===== src/hdl/i2c_target_pkg.sv =====
package i2c_target_pkg;

  localparam logic [7:0] CTRL_A_OFS     = 8'h09;
  localparam logic [7:0] CTRL_B_OFS     = 8'h0A;
  localparam logic [7:0] STATUS_OFS     = 8'h0B;
  localparam logic [7:0] OWN_ADDR_OFS   = 8'h0C;
  localparam logic [7:0] SHIFT_DATA_OFS = 8'h0D;

  localparam int CA_ENABLE_BIT  = 0;
  localparam int CA_AUTO_BIT    = 1;
  localparam int CA_STOP_EN_BIT = 5;
  localparam int CB_ACK_BIT     = 2;
  localparam int ST_DONE_BIT    = 7;
  localparam int ST_ADDR_BIT    = 6;
  localparam int ST_DRIVE_CONFLICT_FLAG_BIT    = 3;

  localparam logic [7:0] REG_RESET      = 8'h00;
  localparam logic [6:0] OWN_ADDR_RESET = 7'h00;
  localparam logic [3:0] BITS_PER_BYTE  = 4'h8;

  typedef enum logic [1:0] {
    CMD_NO_OPERATION      = 2'h0,
    CMD_RESERVED          = 2'h1,
    CMD_COMPLETE_TRANSFER = 2'h2,
    CMD_RESPONSE          = 2'h3
  } target_command_t;

  typedef enum logic [2:0] {
    ST_IDLE       = 3'h0,
    ST_ADDR       = 3'h1,
    ST_WAIT_ADDR  = 3'h2,
    ST_ACK        = 3'h3,
    ST_RX         = 3'h4,
    ST_WAIT_DATA  = 3'h5,
    ST_TX         = 3'h6,
    ST_MASTER_ACK = 3'h7
  } target_state_t;

  typedef enum logic [1:0] {
    AFTER_IDLE       = 2'h0,
    AFTER_RX         = 2'h1,
    AFTER_DATA_EVENT = 2'h2
  } after_ack_t;

  typedef struct packed {
    logic byte_done_flag;
    logic addr_or_stop_flag;
    logic scl_stretch_active;
    logic master_ack_received;
    logic drive_conflict_flag;
    logic illegal_condition_flag;
    logic master_reads;
    logic event_cause;
  } target_status_t;

endpackage : i2c_target_pkg


===== src/hdl/i2c_target_command_status.sv =====
// Our own choice: the strobed register port.
`timescale 1ns/1ps
module i2c_target_command_status
  import i2c_target_pkg::*;
(
  input  wire logic       clk,
  input  wire logic       rst,
  input  wire logic [7:0] addr,
  input  wire logic [7:0] wdata,
  input  wire logic       wr,
  input  wire logic       rd,
  output logic      [7:0] rdata,
  input  wire logic       scl_i,
  output logic            scl_o,
  output logic            scl_oe_n,
  input  wire logic       sda_i,
  output logic            sda_o,
  output logic            sda_oe_n
);

  function automatic logic sticky(input logic set, input logic clr, input logic cur);
    sticky = set | (cur & ~clr);
  endfunction : sticky

  logic            scl_s1_r, scl_s2_r, scl_d_r;
  logic            sda_s1_r, sda_s2_r, sda_d_r;
  target_state_t   state_r, state_nxt;
  after_ack_t      after_r, after_nxt;
  logic      [3:0] cnt_r, cnt_nxt;
  logic      [7:0] shreg_r, shreg_nxt;
  logic            hold_r, hold_nxt;
  logic            drive_nxt;
  logic            sda_oe_n_r, scl_oe_n_r;
  logic            dif_r, addr_or_stop_flag_r, drive_conflict_flag_r, master_ack_received_r, master_ack_received_nxt;
  logic            dir_r, dir_nxt, cause_r;
  logic            ack_sel_r, enable_r, auto_r, stop_en_r;
  logic      [6:0] own_addr_r;
  logic      [7:0] rdata_r;
  logic            set_dif, set_addr, set_stop, set_drive_conflict_flag;

  // Bus conditions from the synchronised lines.
  wire scl_rise = scl_s2_r & ~scl_d_r;
  wire scl_fall = ~scl_s2_r & scl_d_r;
  wire start    = enable_r & scl_s2_r & scl_d_r & sda_d_r & ~sda_s2_r;
  wire stop     = enable_r & scl_s2_r & scl_d_r & ~sda_d_r & sda_s2_r;

  wire wr_ca = wr & (addr == CTRL_A_OFS);
  wire wr_cb = wr & (addr == CTRL_B_OFS);
  wire wr_st = wr & (addr == STATUS_OFS);
  wire wr_oa = wr & (addr == OWN_ADDR_OFS);
  wire wr_sd = wr & (addr == SHIFT_DATA_OFS);
  wire rd_sd = rd & (addr == SHIFT_DATA_OFS);
  wire data_access = wr_sd | rd_sd;

  wire target_command_t cmd_w = wr_cb ? target_command_t'(wdata[1:0]) : CMD_NO_OPERATION;
  wire waiting   = (state_r == ST_WAIT_ADDR) | (state_r == ST_WAIT_DATA);
  wire valid_cmd = (cmd_w == CMD_COMPLETE_TRANSFER) | (cmd_w == CMD_RESPONSE);
  wire go_resp   = waiting & ((cmd_w == CMD_RESPONSE) | (auto_r & data_access));
  wire go_comp   = waiting & (cmd_w == CMD_COMPLETE_TRANSFER);
  wire ack_eff   = wr_cb ? wdata[CB_ACK_BIT] : ack_sel_r;
  wire tx_msb    = wr_sd ? wdata[7] : shreg_r[7];
  wire addr_hit  = (shreg_r[7:1] == own_addr_r);
  wire sw_clear  = waiting & wr_st & (wdata[ST_DONE_BIT] | wdata[ST_ADDR_BIT]);
  wire want_high = ((state_r == ST_ACK) | (state_r == ST_TX)) & sda_oe_n_r;

  wire clr_dif  = (wr_st & wdata[ST_DONE_BIT]) | data_access | valid_cmd;
  wire clr_addr_or_stop_flag = (wr_st & wdata[ST_ADDR_BIT]) | data_access | valid_cmd;
  wire clr_drive_conflict_flag = (wr_st & wdata[ST_DRIVE_CONFLICT_FLAG_BIT]) | start;

  wire dif_nxt   = sticky(set_dif, clr_dif, dif_r);
  wire addr_or_stop_flag_nxt  = sticky(set_addr | set_stop, clr_addr_or_stop_flag, addr_or_stop_flag_r);
  wire drive_conflict_flag_nxt  = sticky(set_drive_conflict_flag, clr_drive_conflict_flag, drive_conflict_flag_r);
  wire cause_nxt = set_addr ? 1'b1 : (set_stop ? 1'b0 : cause_r);

  wire target_status_t status_w = '{byte_done_flag:         dif_r,
                                    addr_or_stop_flag:      addr_or_stop_flag_r,
                                    scl_stretch_active:     hold_r,
                                    master_ack_received:    master_ack_received_r,
                                    drive_conflict_flag:    drive_conflict_flag_r,
                                    illegal_condition_flag: 1'b0,
                                    master_reads:           dir_r,
                                    event_cause:            cause_r};

  wire [7:0] ctrl_a_w = {2'b00, stop_en_r, 3'b000, auto_r, enable_r};
  wire [7:0] ctrl_b_w = {5'b00000, ack_sel_r, 2'b00};
  wire [7:0] rd_sel   = (addr == CTRL_A_OFS)     ? ctrl_a_w :
                        (addr == CTRL_B_OFS)     ? ctrl_b_w :
                        (addr == STATUS_OFS)     ? status_w :
                        (addr == OWN_ADDR_OFS)   ? {own_addr_r, 1'b0} :
                        (addr == SHIFT_DATA_OFS) ? shreg_r : REG_RESET;

  always_comb begin
    state_nxt = state_r;
    after_nxt = after_r;
    cnt_nxt   = cnt_r;
    shreg_nxt = (wr_sd & hold_r) ? wdata : shreg_r;
    hold_nxt  = hold_r;
    drive_nxt = ~sda_oe_n_r;
    master_ack_received_nxt = master_ack_received_r;
    dir_nxt   = dir_r;
    set_dif   = 1'b0;
    set_addr  = 1'b0;
    set_stop  = 1'b0;
    set_drive_conflict_flag  = scl_rise & want_high & ~sda_s2_r;
    case (state_r)
      ST_IDLE: begin
      end
      ST_ADDR, ST_RX: begin
        if (scl_rise) begin
          shreg_nxt = {shreg_r[6:0], sda_s2_r};
          cnt_nxt   = cnt_r + 4'h1;
        end
        if (scl_fall && cnt_r == BITS_PER_BYTE) begin
          cnt_nxt = 4'h0;
          if (state_r == ST_RX) begin
            set_dif   = 1'b1;
            hold_nxt  = 1'b1;
            state_nxt = ST_WAIT_DATA;
          end else if (addr_hit) begin
            set_addr  = 1'b1;
            dir_nxt   = shreg_r[0];
            hold_nxt  = 1'b1;
            state_nxt = ST_WAIT_ADDR;
          end else begin
            state_nxt = ST_IDLE;
          end
        end
      end
      ST_WAIT_ADDR, ST_WAIT_DATA: begin
        if (go_resp) begin
          hold_nxt = 1'b0;
          if (state_r == ST_WAIT_DATA && dir_r) begin
            drive_nxt = ~tx_msb;
            cnt_nxt   = 4'h0;
            state_nxt = ST_TX;
          end else begin
            drive_nxt = ~ack_eff;
            after_nxt = (dir_r && state_r == ST_WAIT_ADDR) ? AFTER_DATA_EVENT : AFTER_RX;
            state_nxt = ST_ACK;
          end
        end else if (go_comp) begin
          hold_nxt = 1'b0;
          if (dir_r) begin
            state_nxt = ST_IDLE;
          end else begin
            drive_nxt = ~ack_eff;
            after_nxt = AFTER_IDLE;
            state_nxt = ST_ACK;
          end
        end else if (sw_clear) begin
          hold_nxt  = 1'b0;
          state_nxt = ST_IDLE;
        end
      end
      ST_ACK: begin
        if (scl_fall) begin
          drive_nxt = 1'b0;
          cnt_nxt   = 4'h0;
          case (after_r)
            AFTER_RX: begin
              state_nxt = ST_RX;
            end
            AFTER_DATA_EVENT: begin
              set_dif   = 1'b1;
              hold_nxt  = 1'b1;
              state_nxt = ST_WAIT_DATA;
            end
            default: begin
              state_nxt = ST_IDLE;
            end
          endcase
        end
      end
      ST_TX: begin
        if (scl_rise) begin
          cnt_nxt = cnt_r + 4'h1;
        end
        if (scl_fall) begin
          if (cnt_r == BITS_PER_BYTE) begin
            drive_nxt = 1'b0;
            state_nxt = ST_MASTER_ACK;
          end else begin
            shreg_nxt = {shreg_r[6:0], 1'b0};
            drive_nxt = ~shreg_r[6];
          end
        end
      end
      ST_MASTER_ACK: begin
        if (scl_rise) begin
          master_ack_received_nxt = sda_s2_r;
        end
        if (scl_fall) begin
          set_dif   = 1'b1;
          hold_nxt  = 1'b1;
          state_nxt = ST_WAIT_DATA;
        end
      end
      default: begin
        state_nxt = ST_IDLE;
      end
    endcase
    if (start) begin
      state_nxt = ST_ADDR;
      cnt_nxt   = 4'h0;
      drive_nxt = 1'b0;
      hold_nxt  = 1'b0;
    end else if (stop) begin
      state_nxt = ST_IDLE;
      drive_nxt = 1'b0;
      hold_nxt  = 1'b0;
      set_stop  = stop_en_r;
    end
    if (!enable_r) begin
      state_nxt = ST_IDLE;
      drive_nxt = 1'b0;
      hold_nxt  = 1'b0;
      set_dif   = 1'b0;
      set_addr  = 1'b0;
      set_drive_conflict_flag  = 1'b0;
    end
  end

  always_ff @(posedge clk) begin
    scl_s1_r <= scl_i;
    scl_s2_r <= scl_s1_r;
    scl_d_r  <= scl_s2_r;
    sda_s1_r <= sda_i;
    sda_s2_r <= sda_s1_r;
    sda_d_r  <= sda_s2_r;
  end

  always_ff @(posedge clk) begin
    if (rst) begin
      state_r    <= ST_IDLE;
      after_r    <= AFTER_IDLE;
      cnt_r      <= 4'h0;
      shreg_r    <= REG_RESET;
      hold_r     <= 1'b0;
      scl_oe_n_r <= 1'b1;
      sda_oe_n_r <= 1'b1;
      master_ack_received_r    <= 1'b0;
      dir_r      <= 1'b0;
    end else begin
      state_r    <= state_nxt;
      after_r    <= after_nxt;
      cnt_r      <= cnt_nxt;
      shreg_r    <= shreg_nxt;
      hold_r     <= hold_nxt;
      scl_oe_n_r <= ~hold_nxt;
      sda_oe_n_r <= ~(drive_nxt & ~drive_conflict_flag_r & ~set_drive_conflict_flag);
      master_ack_received_r    <= master_ack_received_nxt;
      dir_r      <= dir_nxt;
    end
  end

  always_ff @(posedge clk) begin
    if (rst) begin
      dif_r   <= 1'b0;
      addr_or_stop_flag_r  <= 1'b0;
      drive_conflict_flag_r  <= 1'b0;
      cause_r <= 1'b0;
      rdata_r <= REG_RESET;
    end else begin
      dif_r   <= dif_nxt;
      addr_or_stop_flag_r  <= addr_or_stop_flag_nxt;
      drive_conflict_flag_r  <= drive_conflict_flag_nxt;
      cause_r <= cause_nxt;
      rdata_r <= rd ? rd_sel : REG_RESET;
    end
  end

  always_ff @(posedge clk) begin
    if (rst) begin
      enable_r   <= 1'b0;
      auto_r     <= 1'b0;
      stop_en_r  <= 1'b0;
      ack_sel_r  <= 1'b0;
      own_addr_r <= OWN_ADDR_RESET;
    end else begin
      if (wr_ca) begin
        enable_r  <= wdata[CA_ENABLE_BIT];
        auto_r    <= wdata[CA_AUTO_BIT];
        stop_en_r <= wdata[CA_STOP_EN_BIT];
      end
      if (wr_cb) begin
        ack_sel_r <= wdata[CB_ACK_BIT];
      end
      if (wr_oa) begin
        own_addr_r <= wdata[7:1];
      end
    end
  end

  assign rdata    = rdata_r;
  assign scl_o    = 1'b0;
  assign sda_o    = 1'b0;
  assign scl_oe_n = scl_oe_n_r;
  assign sda_oe_n = sda_oe_n_r;

  wire quiet = enable_r & ~start & ~stop;
endmodule : i2c_target_command_status


===== config.mk =====
export PLATFORM = sky130hd
export DESIGN_NAME = i2c_target_command_status
export DESIGN_NICKNAME = d
export VERILOG_FILES = /design/src/hdl/i2c_target_pkg.sv /design/src/hdl/i2c_target_command_status.sv
export SDC_FILE = /design/constraint.sdc
export NUM_CORES = 1
export LEC_CHECK = 0
export ABC_AREA = 1
export BUFFER_PORTS_ARGS = -buffer_cell sky130_fd_sc_hd__buf_2
export CAP_MARGIN = 20
export CORE_ASPECT_RATIO = 0.75
export CORE_UTILIZATION = 52
export DETAILED_ROUTE_END_ITERATION = 12
export PLACE_DENSITY = 0.81
export SYNTH_ARGS = -nofsm -noshare
export SYNTH_HDL_FRONTEND = slang
export SYNTH_SLANG_ARGS = --single-unit

===== constraint.sdc =====
create_clock -name clk -period 1.5 [get_ports clk]
set_input_delay 0.225 -clock clk [delete_from_list [all_inputs] [get_ports clk]]
set_output_delay 0.225 -clock clk [all_outputs]
set_load 0.02 [all_outputs]

* Word-level counts from Yosys, hierarchy flattened *
Index checks and enable logic that the tools add are counted.

storage, ports and cells
  register bits after elaboration = 51
  bits of input ports = 22
  output and inout port bits = 12
  word-level logic and storage cells = 230

operators by class
  add/sub/neg operators = 1
  eq/ne operators = 34
  mux-type cells = 81
  bitwise logic cells = 64
  reduce and logical (&&, ||, !) cells = 22

operator list
  cell                  number
  $mux W8               7
  $mux W1               42
  $eq A8 B4 Y1 const B  5
  $and A1 B1 Y1         31
  $mux W3               10
  $mux W4               5
  $ne A4 B4 Y1 const B  5
  $not A1 Y1            18
  $mux W2               8
  $pmux W4 S4           1
  $pmux W8 S2           1
  $or A1 B1 Y1          15
  $pmux W3 S5           1
  $ne A2 B2 Y1 const B  7
  $reduce_and A7 Y1     2
  $eq A3 B3 Y1 const B  4
  $mux W6               2
  $reduce_and A4 Y1     3
  $reduce_or A2 Y1      5
  $reduce_or A4 Y1      2
  $eq A7 B7 Y1          1
  $reduce_bool A7 Y1    1
  $eq A2 B2 Y1 const B  3
  $eq A3 B2 Y1 const B  2
  other kinds (16)      21

* Logic depth before layout (Yosys ltp) *
Gate-level depths: netlist (run 1).

  word-level depth = 14
  gate-level depth with buffers = 13

* Worst setup path before layout (run 1) *
Ideal clock, no wire load.

  path kind = register to register
  start point = register cnt_r[0]
  end point = register state_r[0]
  setup time = 0.120 ns
  arrival time = 1.384 ns
  data required time = 1.380 ns
  setup slack = -0.003 ns
  stages on the path, launching flop included = 12
  path buffers = 0
  path through = dfxtp_1 > inv_1 > ha_1 > nand2_1 > nor2_1 > nand2_1 > nand2_1 > nand2_1 > nor3_2 > nand2_4 > a21oi_1 > a21oi_1

on the way
  word-level cells in the longest chain between the ends = 4

RTL lines
  item                           RTL line                                                            RTL
  start: declaration             i2c_target_command_status.sv:29                                     logic [3:0] cnt_r, cnt_nxt;
  start signal: assignment       i2c_target_command_status.sv:246                                    cnt_r <= cnt_nxt;
  $eq A4 B4 Y1 *                 i2c_target_command_status.sv:113, i2c_target_command_status.sv:179
  $logic_and A1 B1 Y1            i2c_target_command_status.sv:113                                    if (scl_fall && cnt_r == BITS_PER_BYTE) begin
  $ne A4 B4 Y1 (no line)         --
  $reduce_and A7 Y1 (no line) *  --
  end signal: assignment         i2c_target_command_status.sv:244                                    state_r <= state_nxt;
  end: declaration               i2c_target_command_status.sv:27                                     target_state_t state_r, state_nxt;

Mark *: on every way between the ends. The rest lies on a longest branch, timed or not.
A chain may end at the register's enable or synchronous reset.

* Worst setup path after layout (run 1) *
  start point = register state_r[2]
  end point = register cnt_r[1]

on the way
  word-level cells in the longest chain between the ends = 5

RTL lines
  item                                                 RTL line                                                                                             RTL
  $eq A3 B2 Y1 / $eq A3 B3 Y1 (equally long branches)  i2c_target_command_status.sv:56, i2c_target_command_status.sv:105, i2c_target_command_status.sv:132
  $or A1 B1 Y1                                         i2c_target_command_status.sv:56                                                                      wire waiting = (state_r == ST_WAIT_ADDR) | (state_r == ST_WAIT_DATA);
  $and A1 B1 Y1                                        i2c_target_command_status.sv:58                                                                      wire go_resp = waiting & ((cmd_w == CMD_RESPONSE) | (auto_r & data_access));
  $ne A2 B2 Y1 (no line)                               --
  $reduce_and A4 Y1 (no line)                          --

Several ways; a longest one is shown, not always the timed one.

==> metrics.json, run 1 <==
{
  "cp.required_ns": 1.75,
  "fin_skew_ns": 0.0106,
  "gp_congestion": 0.991,
  "detail_route.wl_per_cell_um": 17.3,
  "crit-reg2reg-capture": "cnt_r[1]",
  "holdPathStages": 2,
  "first_pass_grt_wire_length_um": 15000,
  "netlist_area_um2": 2820,
  "detailedRoute.firstPassIterationCount": 6,
  "num_io_pins": 34,
  "clock_pin_slew_worst_setup_and_hold_paths_ns": 0.10,
  "overall_power_mw": 2.35,
  "via_count": 3468,
  "holdPathEnd": "after_r[0]",
  "worst_hold_startpoint": "rst",
  "final_period_minus_worst_setup_slack_ns": 1.63,
  "tritoncts.num_buffers": 5,
  "report.final.hold_viol_count": 0,
  "max-clock-path-buffers": 2,
  "post_drt_via_cell_ratio": 5.84,
  "areaGrowthSynthToFinish_pct": 42.6,
  "drv.max_cap_violation_count": 0,
  "total_number_of_h_tree_levels": 2,
  "die_area_um2": 5720,
  "achievable_freq_ghz": 0.613,
  "timing.final.crit_share_pct": 109,
  "synthesis.yosys.warnings": 0,
  "critical_path_maximum_fanout": 6,
  "grt_overflow": 0,
  "finalWirelength_um": 10300,
  "place_area_um2": 3520,
  "reg2reg_slack_ns": -0.13,
  "fp-row-count": 22,
  "post-route-cell-area_um2": 4020,
  "nets": 547,
  "grt_antenna_before_repair": 0,
  "synth.lib_cells_used.distinct": 35,
  "worstPathArrival_ns": 1.88,
  "grt_most_used_layer": "met2",
  "floorplan.initialDensity_pct": 55.9,
  "drt_iter0_markers": 479,
  "final.setup.worst_slack_ns": -0.131,
  "cts.sinks": 51,
  "ir_worst_vdd_uv": 664,
  "post_synth.cell_area_avg_um2": 6.88,
  "tritoncts": "done",
  "groute.layer.met2.usage_pct": 52.4,
  "met3_layer_usage_reported_by_global_route_pct": 8.92,
  "seq_area_frac_synth_pct": 36.3,
  "crit_type": "reg -> reg",
  "drive_gt1_share_pct": 40.4,
  "p_leak_nw": 1.85,
  "floorplan.die.height_um": 65.7,
  "crit_path_capture_type": "flip-flop",
  "clock_latency_at_the_later_pin_of_the_worst_skew_pair_ns": 0.32,
  "synth.ff_latch_count": 51,
  "timing.hold.worst.class": "in -> reg",
  "p_per_cell_area_nw_per_um2": 586,
  "post_detailed_route_count_of_antenna_violating_nets": 0,
  "timing.final.setup_violations": 18,
  "slew_viol_final": 0,
  "antenna_diodes": 0,
  "status": "finished, violations left",
  "grt.total_usage_pct": 34.7,
  "placement.setup.worst_slack_ns": -0.133,
  "failed_checks": "negative setup slack",
  "rsz0062_at_grt": "true",
  "grt_util_met1_pct": 47.6,
  "portBuffers": 31,
  "grt_pass1_vias": 3061,
  "hpwl_um": 6840,
  "cp-start-kind": "flip-flop",
  "synthCells": 409,
  "grt_start_max_net_pins": 19,
  "clock_tree_root_driver_cell": "clkbuf_8",
  "dieWidth_um": 87.0,
  "worst_hold_slack_ns": 0.150,
  "core_um2": 5040,
  "worstReg2RegStart": "state_r[2]",
  "drcViolationCount": 0,
  "filler_cell_count": 330,
  "worst_r2r_path_depth": 11
}
## per-layer routing
| metal | vias to the layer above | routed length [um] |
|---|---|---|
| met2 | 282 | 4410 |
| met3 | 67 | 1330 |
| li1 | 1570 | - |
| met4 | 0 | 398 |
| met1 | 1549 | 4120 |
| met5 | - | 0 |
## state kept, by name (all words and copies together) (netlist names), 2 cells and up
signal,cells
shreg_r,8
own_addr_r,7
rdata,8
state_r,3
cnt_r,4
after_r,2
## metrics by stage
step | std cells | utilization (%) | TNS (ns)
floorplan | 410 | - | 0
global placement | 570 | 69.9 | -1.21
CTS | 585 | 75.2 | -0.00112
finish | 594 | 79.7 | -1.14
detailed placement | 570 | 69.9 | -1.94
global route | 594 | 79.7 | -2.77
## what timing repair did
| item | in CTS | in global routing |
|---|---|---|
| setup endpoints to repair | 24 | 24 |
| resized for setup | 34 | 44 |
| setup buffers | 7 | 7 |
| pin swaps | 16 | 10 |
| hold buffers | 0 | 2 |
| hold endpoints to repair | 0 | 2 |
| cloned | 0 | 0 |
## report_power, final
part,internal (mW),switching [mW]
clock,0.336,0.494
sequential,1.36,0.00670
combinational,0.0574,0.103
total,1.75,0.604
## layout by cell type, fill, tap and decap left out, types with 5 or more instances in the layout
cell / instances
inv_2: 12
nor2_4: 8
nor2_1: 37
nand3_1: 20
nand2_4: 8
o21ai_0: 17
nand3_2: 5
buf_2: 31
nand2_1: 72
inv_1: 39
buf_4: 75
o21ai_1: 7
a21oi_2: 11
xor2_1: 5
nand4_1: 6
dfxtp_1: 44
a21oi_1: 32
o211ai_1: 10
nand2_2: 18
clkbuf_8: 5
## how the worst max path moves through the flow
stage / to / start / cells after the start
after floorplan: state_r[1] / cnt_r[1] / 10
after global placement: shreg_r[5] / state_r[1] / 9
after detailed placement: shreg_r[1] / state_r[1] / 9
after CTS: addr_or_stop_flag_r / cnt_r[0] / 11
after global routing: cnt_r[1] / state_r[1] / 12
final: cnt_r[1] / state_r[2] / 11
## synth_stat cells, drive strengths merged
cell type	number	area, um^2
conb	1	3.75
a21oi	44	224
clkbuf	2	7.51
buf	6	37.5
dfxtp	51	1020
o211ai	10	75.1
ha	4	50.1
nor2	49	233
or2	2	12.5
a211oi	2	15.0
o221ai	1	8.76
o2111ai	1	8.76
xnor2	4	35.0
nand4	6	37.5
nand3	27	155
o21a	1	7.51
o21ai	27	135
xor2	5	43.8
nor3	9	60.1
nand2	98	403
a31oi	1	6.26
inv	55	209
a221oi	3	26.3
## area by class of cell
cell class	count	area [um^2]	area share, %
clock buffer	6	72.6	1.81
clock inverter	2	16.3	0.405
inverter	55	216	5.39
multi-input combinational	296	1790	44.6
sequential	51	1040	25.8
tap	72	90.1	2.24
timing repair buffer	112	792	19.7
## worst max-delay path: stages, from the launching register on
cell and delay [ns]:
dfxtp_4 0.41, inv_2 0.06, buf_6 0.12, nand3_4 0.08, nand2_4 0.10, buf_12 0.14
nor2_4 0.10, buf_4 0.15, a21oi_1 0.08, o21ai_1 0.15, o21ai_1 0.08, nor2_1 0.08
## cell families after synthesis
| group | after synthesis | synth area share, % |
|---|---|---|
| simple gates | 191 | 32.0 |
| compound gates | 90 | 18.0 |
| buf+inv | 63 | 9.02 |
| flops | 51 | 36.3 |
| xor+xnor | 9 | 2.80 |
| fa+ha+maj | 4 | 1.78 |
| other cells | 1 | 0.133 |
Power figures use the tool's default switching activity.
==> run 2: changes to the inputs <==
--- a/config.mk
+++ b/config.mk
@@ -9,6 +9,7 @@
 export BUFFER_PORTS_ARGS = -buffer_cell sky130_fd_sc_hd__buf_2
 export CAP_MARGIN = 20
 export CORE_ASPECT_RATIO = 0.75
+export CORE_MARGIN = 4
 export CORE_UTILIZATION = 52
 export DETAILED_ROUTE_END_ITERATION = 12
 export PLACE_DENSITY = 0.81
==> metrics.json, run 2 (synthesis results as in run 1) <==
{
  "status": "finished, violations left",
  "failed_checks": "negative setup slack",
  "report.final.hold_viol_count": {"value": 0, "change": "unchanged"},
  "postCtsHoldBufs": {"value": 0, "change": "unchanged"},
  "p_per_cell_area": {"value": 584, "unit": "nW/um^2", "change": "-0.43%"},
  "critPathBufInv": {"value": 2, "change": "-2"},
  "timing.hold.worst.class": "in -> reg",
  "hpwl": {"value": 6860, "unit": "um", "change": "+0.31%"},
  "ir_worst_vdd": {"value": 656, "unit": "uV", "change": "-1.3%"},
  "core": {"value": 5060, "unit": "um^2", "change": "+0.55%"},
  "fp-row-count": {"value": 22, "change": "unchanged"},
  "worstReg2RegStart": "state_r[0]",
  "slowest_library_cell_on_the_worst_path": "dfxtp_2",
  "post_drt_via_cell_ratio": {"value": 5.59, "change": "-4.3%"},
  "dieWidth": {"value": 93.0, "unit": "um", "change": "+6.9%"},
  "floorplan.die.height": {"value": 71.7, "unit": "um", "change": "+9.1%"},
  "drv.max_cap_violation_count": {"value": 0, "change": "unchanged"},
  "wl_met1": {"value": 3980, "unit": "um", "change": "-3.5%"},
  "detailedRoute.firstPassIterationCount": {"value": 5, "change": "-1"},
  "clock_pin_slew_worst_setup_and_hold_paths": {"value": 0.09, "unit": "ns", "change": "about the same"},
  "grt_antenna_before_repair": {"value": 0, "change": "unchanged"},
  "topRoutingLayerUsed": "met4",
  "worst_r2r_path_depth": {"value": 8, "change": "-3"},
  "post_detailed_route_count_of_antenna_violating_nets": {"value": 0, "change": "unchanged"},
  "finalWirelength": {"value": 9720, "unit": "um", "change": "-5.2%"},
  "mostFrequentLayoutCell": "nand2_1",
  "cp.depth": {"value": 8, "change": "-3"},
  "startpoint": "state_r[0]",
  "met3RoutedLength": {"value": 1170, "unit": "um", "change": "-12%"},
  "worstPathCellList": "inv_4 -> nand3_2 -> nand2_1 -> nor2_4 -> inv_1 -> a221oi_2 -> nand2_1 -> a21oi_1",
  "worst_hold_startpoint": "sda_i",
  "holdPathStages": {"value": 1, "change": "-1"},
  "gp_congestion": {"value": 0.988, "change": "-0.28%"},
  "delay_of_the_slowest_cell_on_the_worst_path": {"value": 0.43, "unit": "ns", "change": "+0.02 ns"},
  "cp.required": {"value": 1.74, "unit": "ns", "change": "about the same"},
  "slew_viol_final": {"value": 0, "change": "unchanged"},
  "cp_top_family": "simple AND/OR/NAND/NOR gates",
  "first_pass_grt_wire_length": {"value": 14400, "unit": "um", "change": "-3.6%"},
  "filler_cell_count": {"value": 360, "change": "+9.1%"},
  "total_number_of_h_tree_levels": {"value": 2, "change": "unchanged"},
  "die_area": {"value": 6670, "unit": "um^2", "change": "+17%"},
  "fin_skew": {"value": 0.00619, "unit": "ns", "change": "-0.00439 ns"},
  "achievable_freq": {"value": 0.598, "unit": "GHz", "change": "-2.5%"},
  "via_count": {"value": 3285, "change": "-5.3%"},
  "clock_tree_root_driver_cell": "clkbuf_8",
  "placement.setup.worst_slack": {"value": -0.153, "unit": "ns", "change": "-0.0200 ns"},
  "cts.sinks": {"value": 51, "change": "unchanged"},
  "num_io_pins": {"value": 34, "change": "unchanged"},
  "rsz0062_at_grt": "true",
  "top_library_cells_by_usage_in_the_layout_fill_and_taps_aside": "nand2_1 (73), buf_4 (69), dfxtp_1 (42)",
  "place_area": {"value": 3520, "unit": "um^2", "change": "unchanged"},
  "areaGrowthSynthToFinish_pct": 41.2,
  "dpl.cell_count": {"value": 570, "change": "unchanged"},
  "routed-wl-met2": {"value": 4290, "unit": "um", "change": "-2.8%"},
  "max-clock-path-buffers": {"value": 2, "change": "unchanged"},
  "grt_overflow": {"value": 0, "change": "unchanged"},
  "grt_start_max_net_pins": {"value": 21, "change": "+2"},
  "post-route-cell-area": {"value": 3970, "unit": "um^2", "change": "-1.0%"},
  "clock_latency_at_the_later_pin_of_the_worst_skew_pair": {"value": 0.31, "unit": "ns", "change": "about the same"},
  "critical-path-top-cell-by-count": "nand2_1",
  "tritoncts": "done",
  "cp-start-kind": "flip-flop",
  "portBuffers": {"value": 31, "change": "unchanged"},
  "antenna_diodes": {"value": 0, "change": "unchanged"},
  "critical_path_maximum_fanout": {"value": 7, "change": "+1"},
  "drcViolationCount": {"value": 0, "change": "unchanged"},
  "p_leak": {"value": 1.82, "unit": "nW", "change": "-1.4%"},
  "grt_pass1_vias": {"value": 2950, "change": "-3.6%"},
  "overall_power": {"value": 2.32, "unit": "mW", "change": "-1.5%"},
  "grt.total_usage": {"value": 27.5, "unit": "%", "change": "-7.2 points"},
  "detail_route.wl_per_cell": {"value": 16.5, "unit": "um", "change": "-4.2%"},
  "nets": {"value": 541, "change": "-1.1%"},
  "final.setup.worst_slack": {"value": -0.173, "unit": "ns", "change": "-0.0423 ns"},
  "timing.final.crit_share": {"value": 112, "unit": "%", "change": "+2.8 points"},
  "floorplan.initialDensity": {"value": 55.6, "unit": "%", "change": "-0.30 points"},
  "worstPathArrival": {"value": 1.92, "unit": "ns", "change": "+0.04 ns"},
  "stdcell_count": {"value": 588, "change": "-1.0%"},
  "crit_path_capture_type": "flip-flop",
  "crit_type": "reg -> reg",
  "final_period_minus_worst_setup_slack": {"value": 1.67, "unit": "ns", "change": "+0.0423 ns"},
  "timing.final.setup_violations": {"value": 16, "change": "-2"},
  "tritoncts.num_buffers": {"value": 5, "change": "unchanged"},
  "drt_iter0_markers": {"value": 417, "change": "-13%"},
  "drive_gt1_share": {"value": 40.3, "unit": "%", "change": "-0.11 points"}
}
-- run 2: cell count changes in the layout (fill, tap and decap cells not counted), moves of 2 or more --
cell	previous run	this run
dfxtp_1	44	42
inv_2	12	10
dfxtp_2	4	7
dlygate4sd3_1	2	0
nand2_2	18	16
buf_4	75	69
buf_6	3	6
-- run 2: metal layers --
metal | global-route usage [%] | vias to the layer above
met5 | 0 | -
met1 | 38.6 | 1467
met4 | 7.32 | 0
li1 | - | 1551
met3 | 5.88 | 36
met2 | 42.7 | 231
-- run 2: worst paths after layout --
kind | endpoint | slack (ns)
max | cnt_r[2] | -0.17
min | sda_s1_r | 0.01
max reg2reg | cnt_r[2] | -0.17
min reg2reg | scl_s2_r | 0.34
-- run 2: per-stage QoR --
stage	hold WS, ns	utilization [%]	setup TNS [ns]
floorplan	0.253	-	0
global placement	0.311	69.5	-1.06
detailed placement	0.319	69.5	-1.80
CTS	0.0139	75.1	-0.178
global route	0.00398	78.5	-2.47
finish	0.0125	78.5	-1.20
-- run 2: layout make-up --
class	count	area (um^2)	area share [%]
tap	72	90.1	2.27
clock inverter	2	12.5	0.315
sequential	51	1040	26.1
multi-input combinational	296	1800	45.3
timing repair buffer	106	741	18.6
inverter	55	219	5.51
clock buffer	6	72.6	1.83
-- run 2: worst register-to-register path: cells and delay by family, from the launching register on --
kind / cells / cell delay (ns)
buffers and inverters: 2 / 0.21
and+or+nand+nor: 4 / 0.57
DFF: 1 / 0.43
AOI/OAI and AO/OA: 2 / 0.41
-- run 2: power by group --
group	switching, mW	internal [mW]
Combinational	0.103	0.0553
Sequential	0.00530	1.36
Clock	0.471	0.327
Total	0.579	1.74
-- run 2: what timing repair did --
action,4_1_cts,5_1_grt
endpoints found under the setup margin,21,23
gates resized for setup,45,39
gates cloned,0,0
pin swaps,9,14
setup buffers,6,4
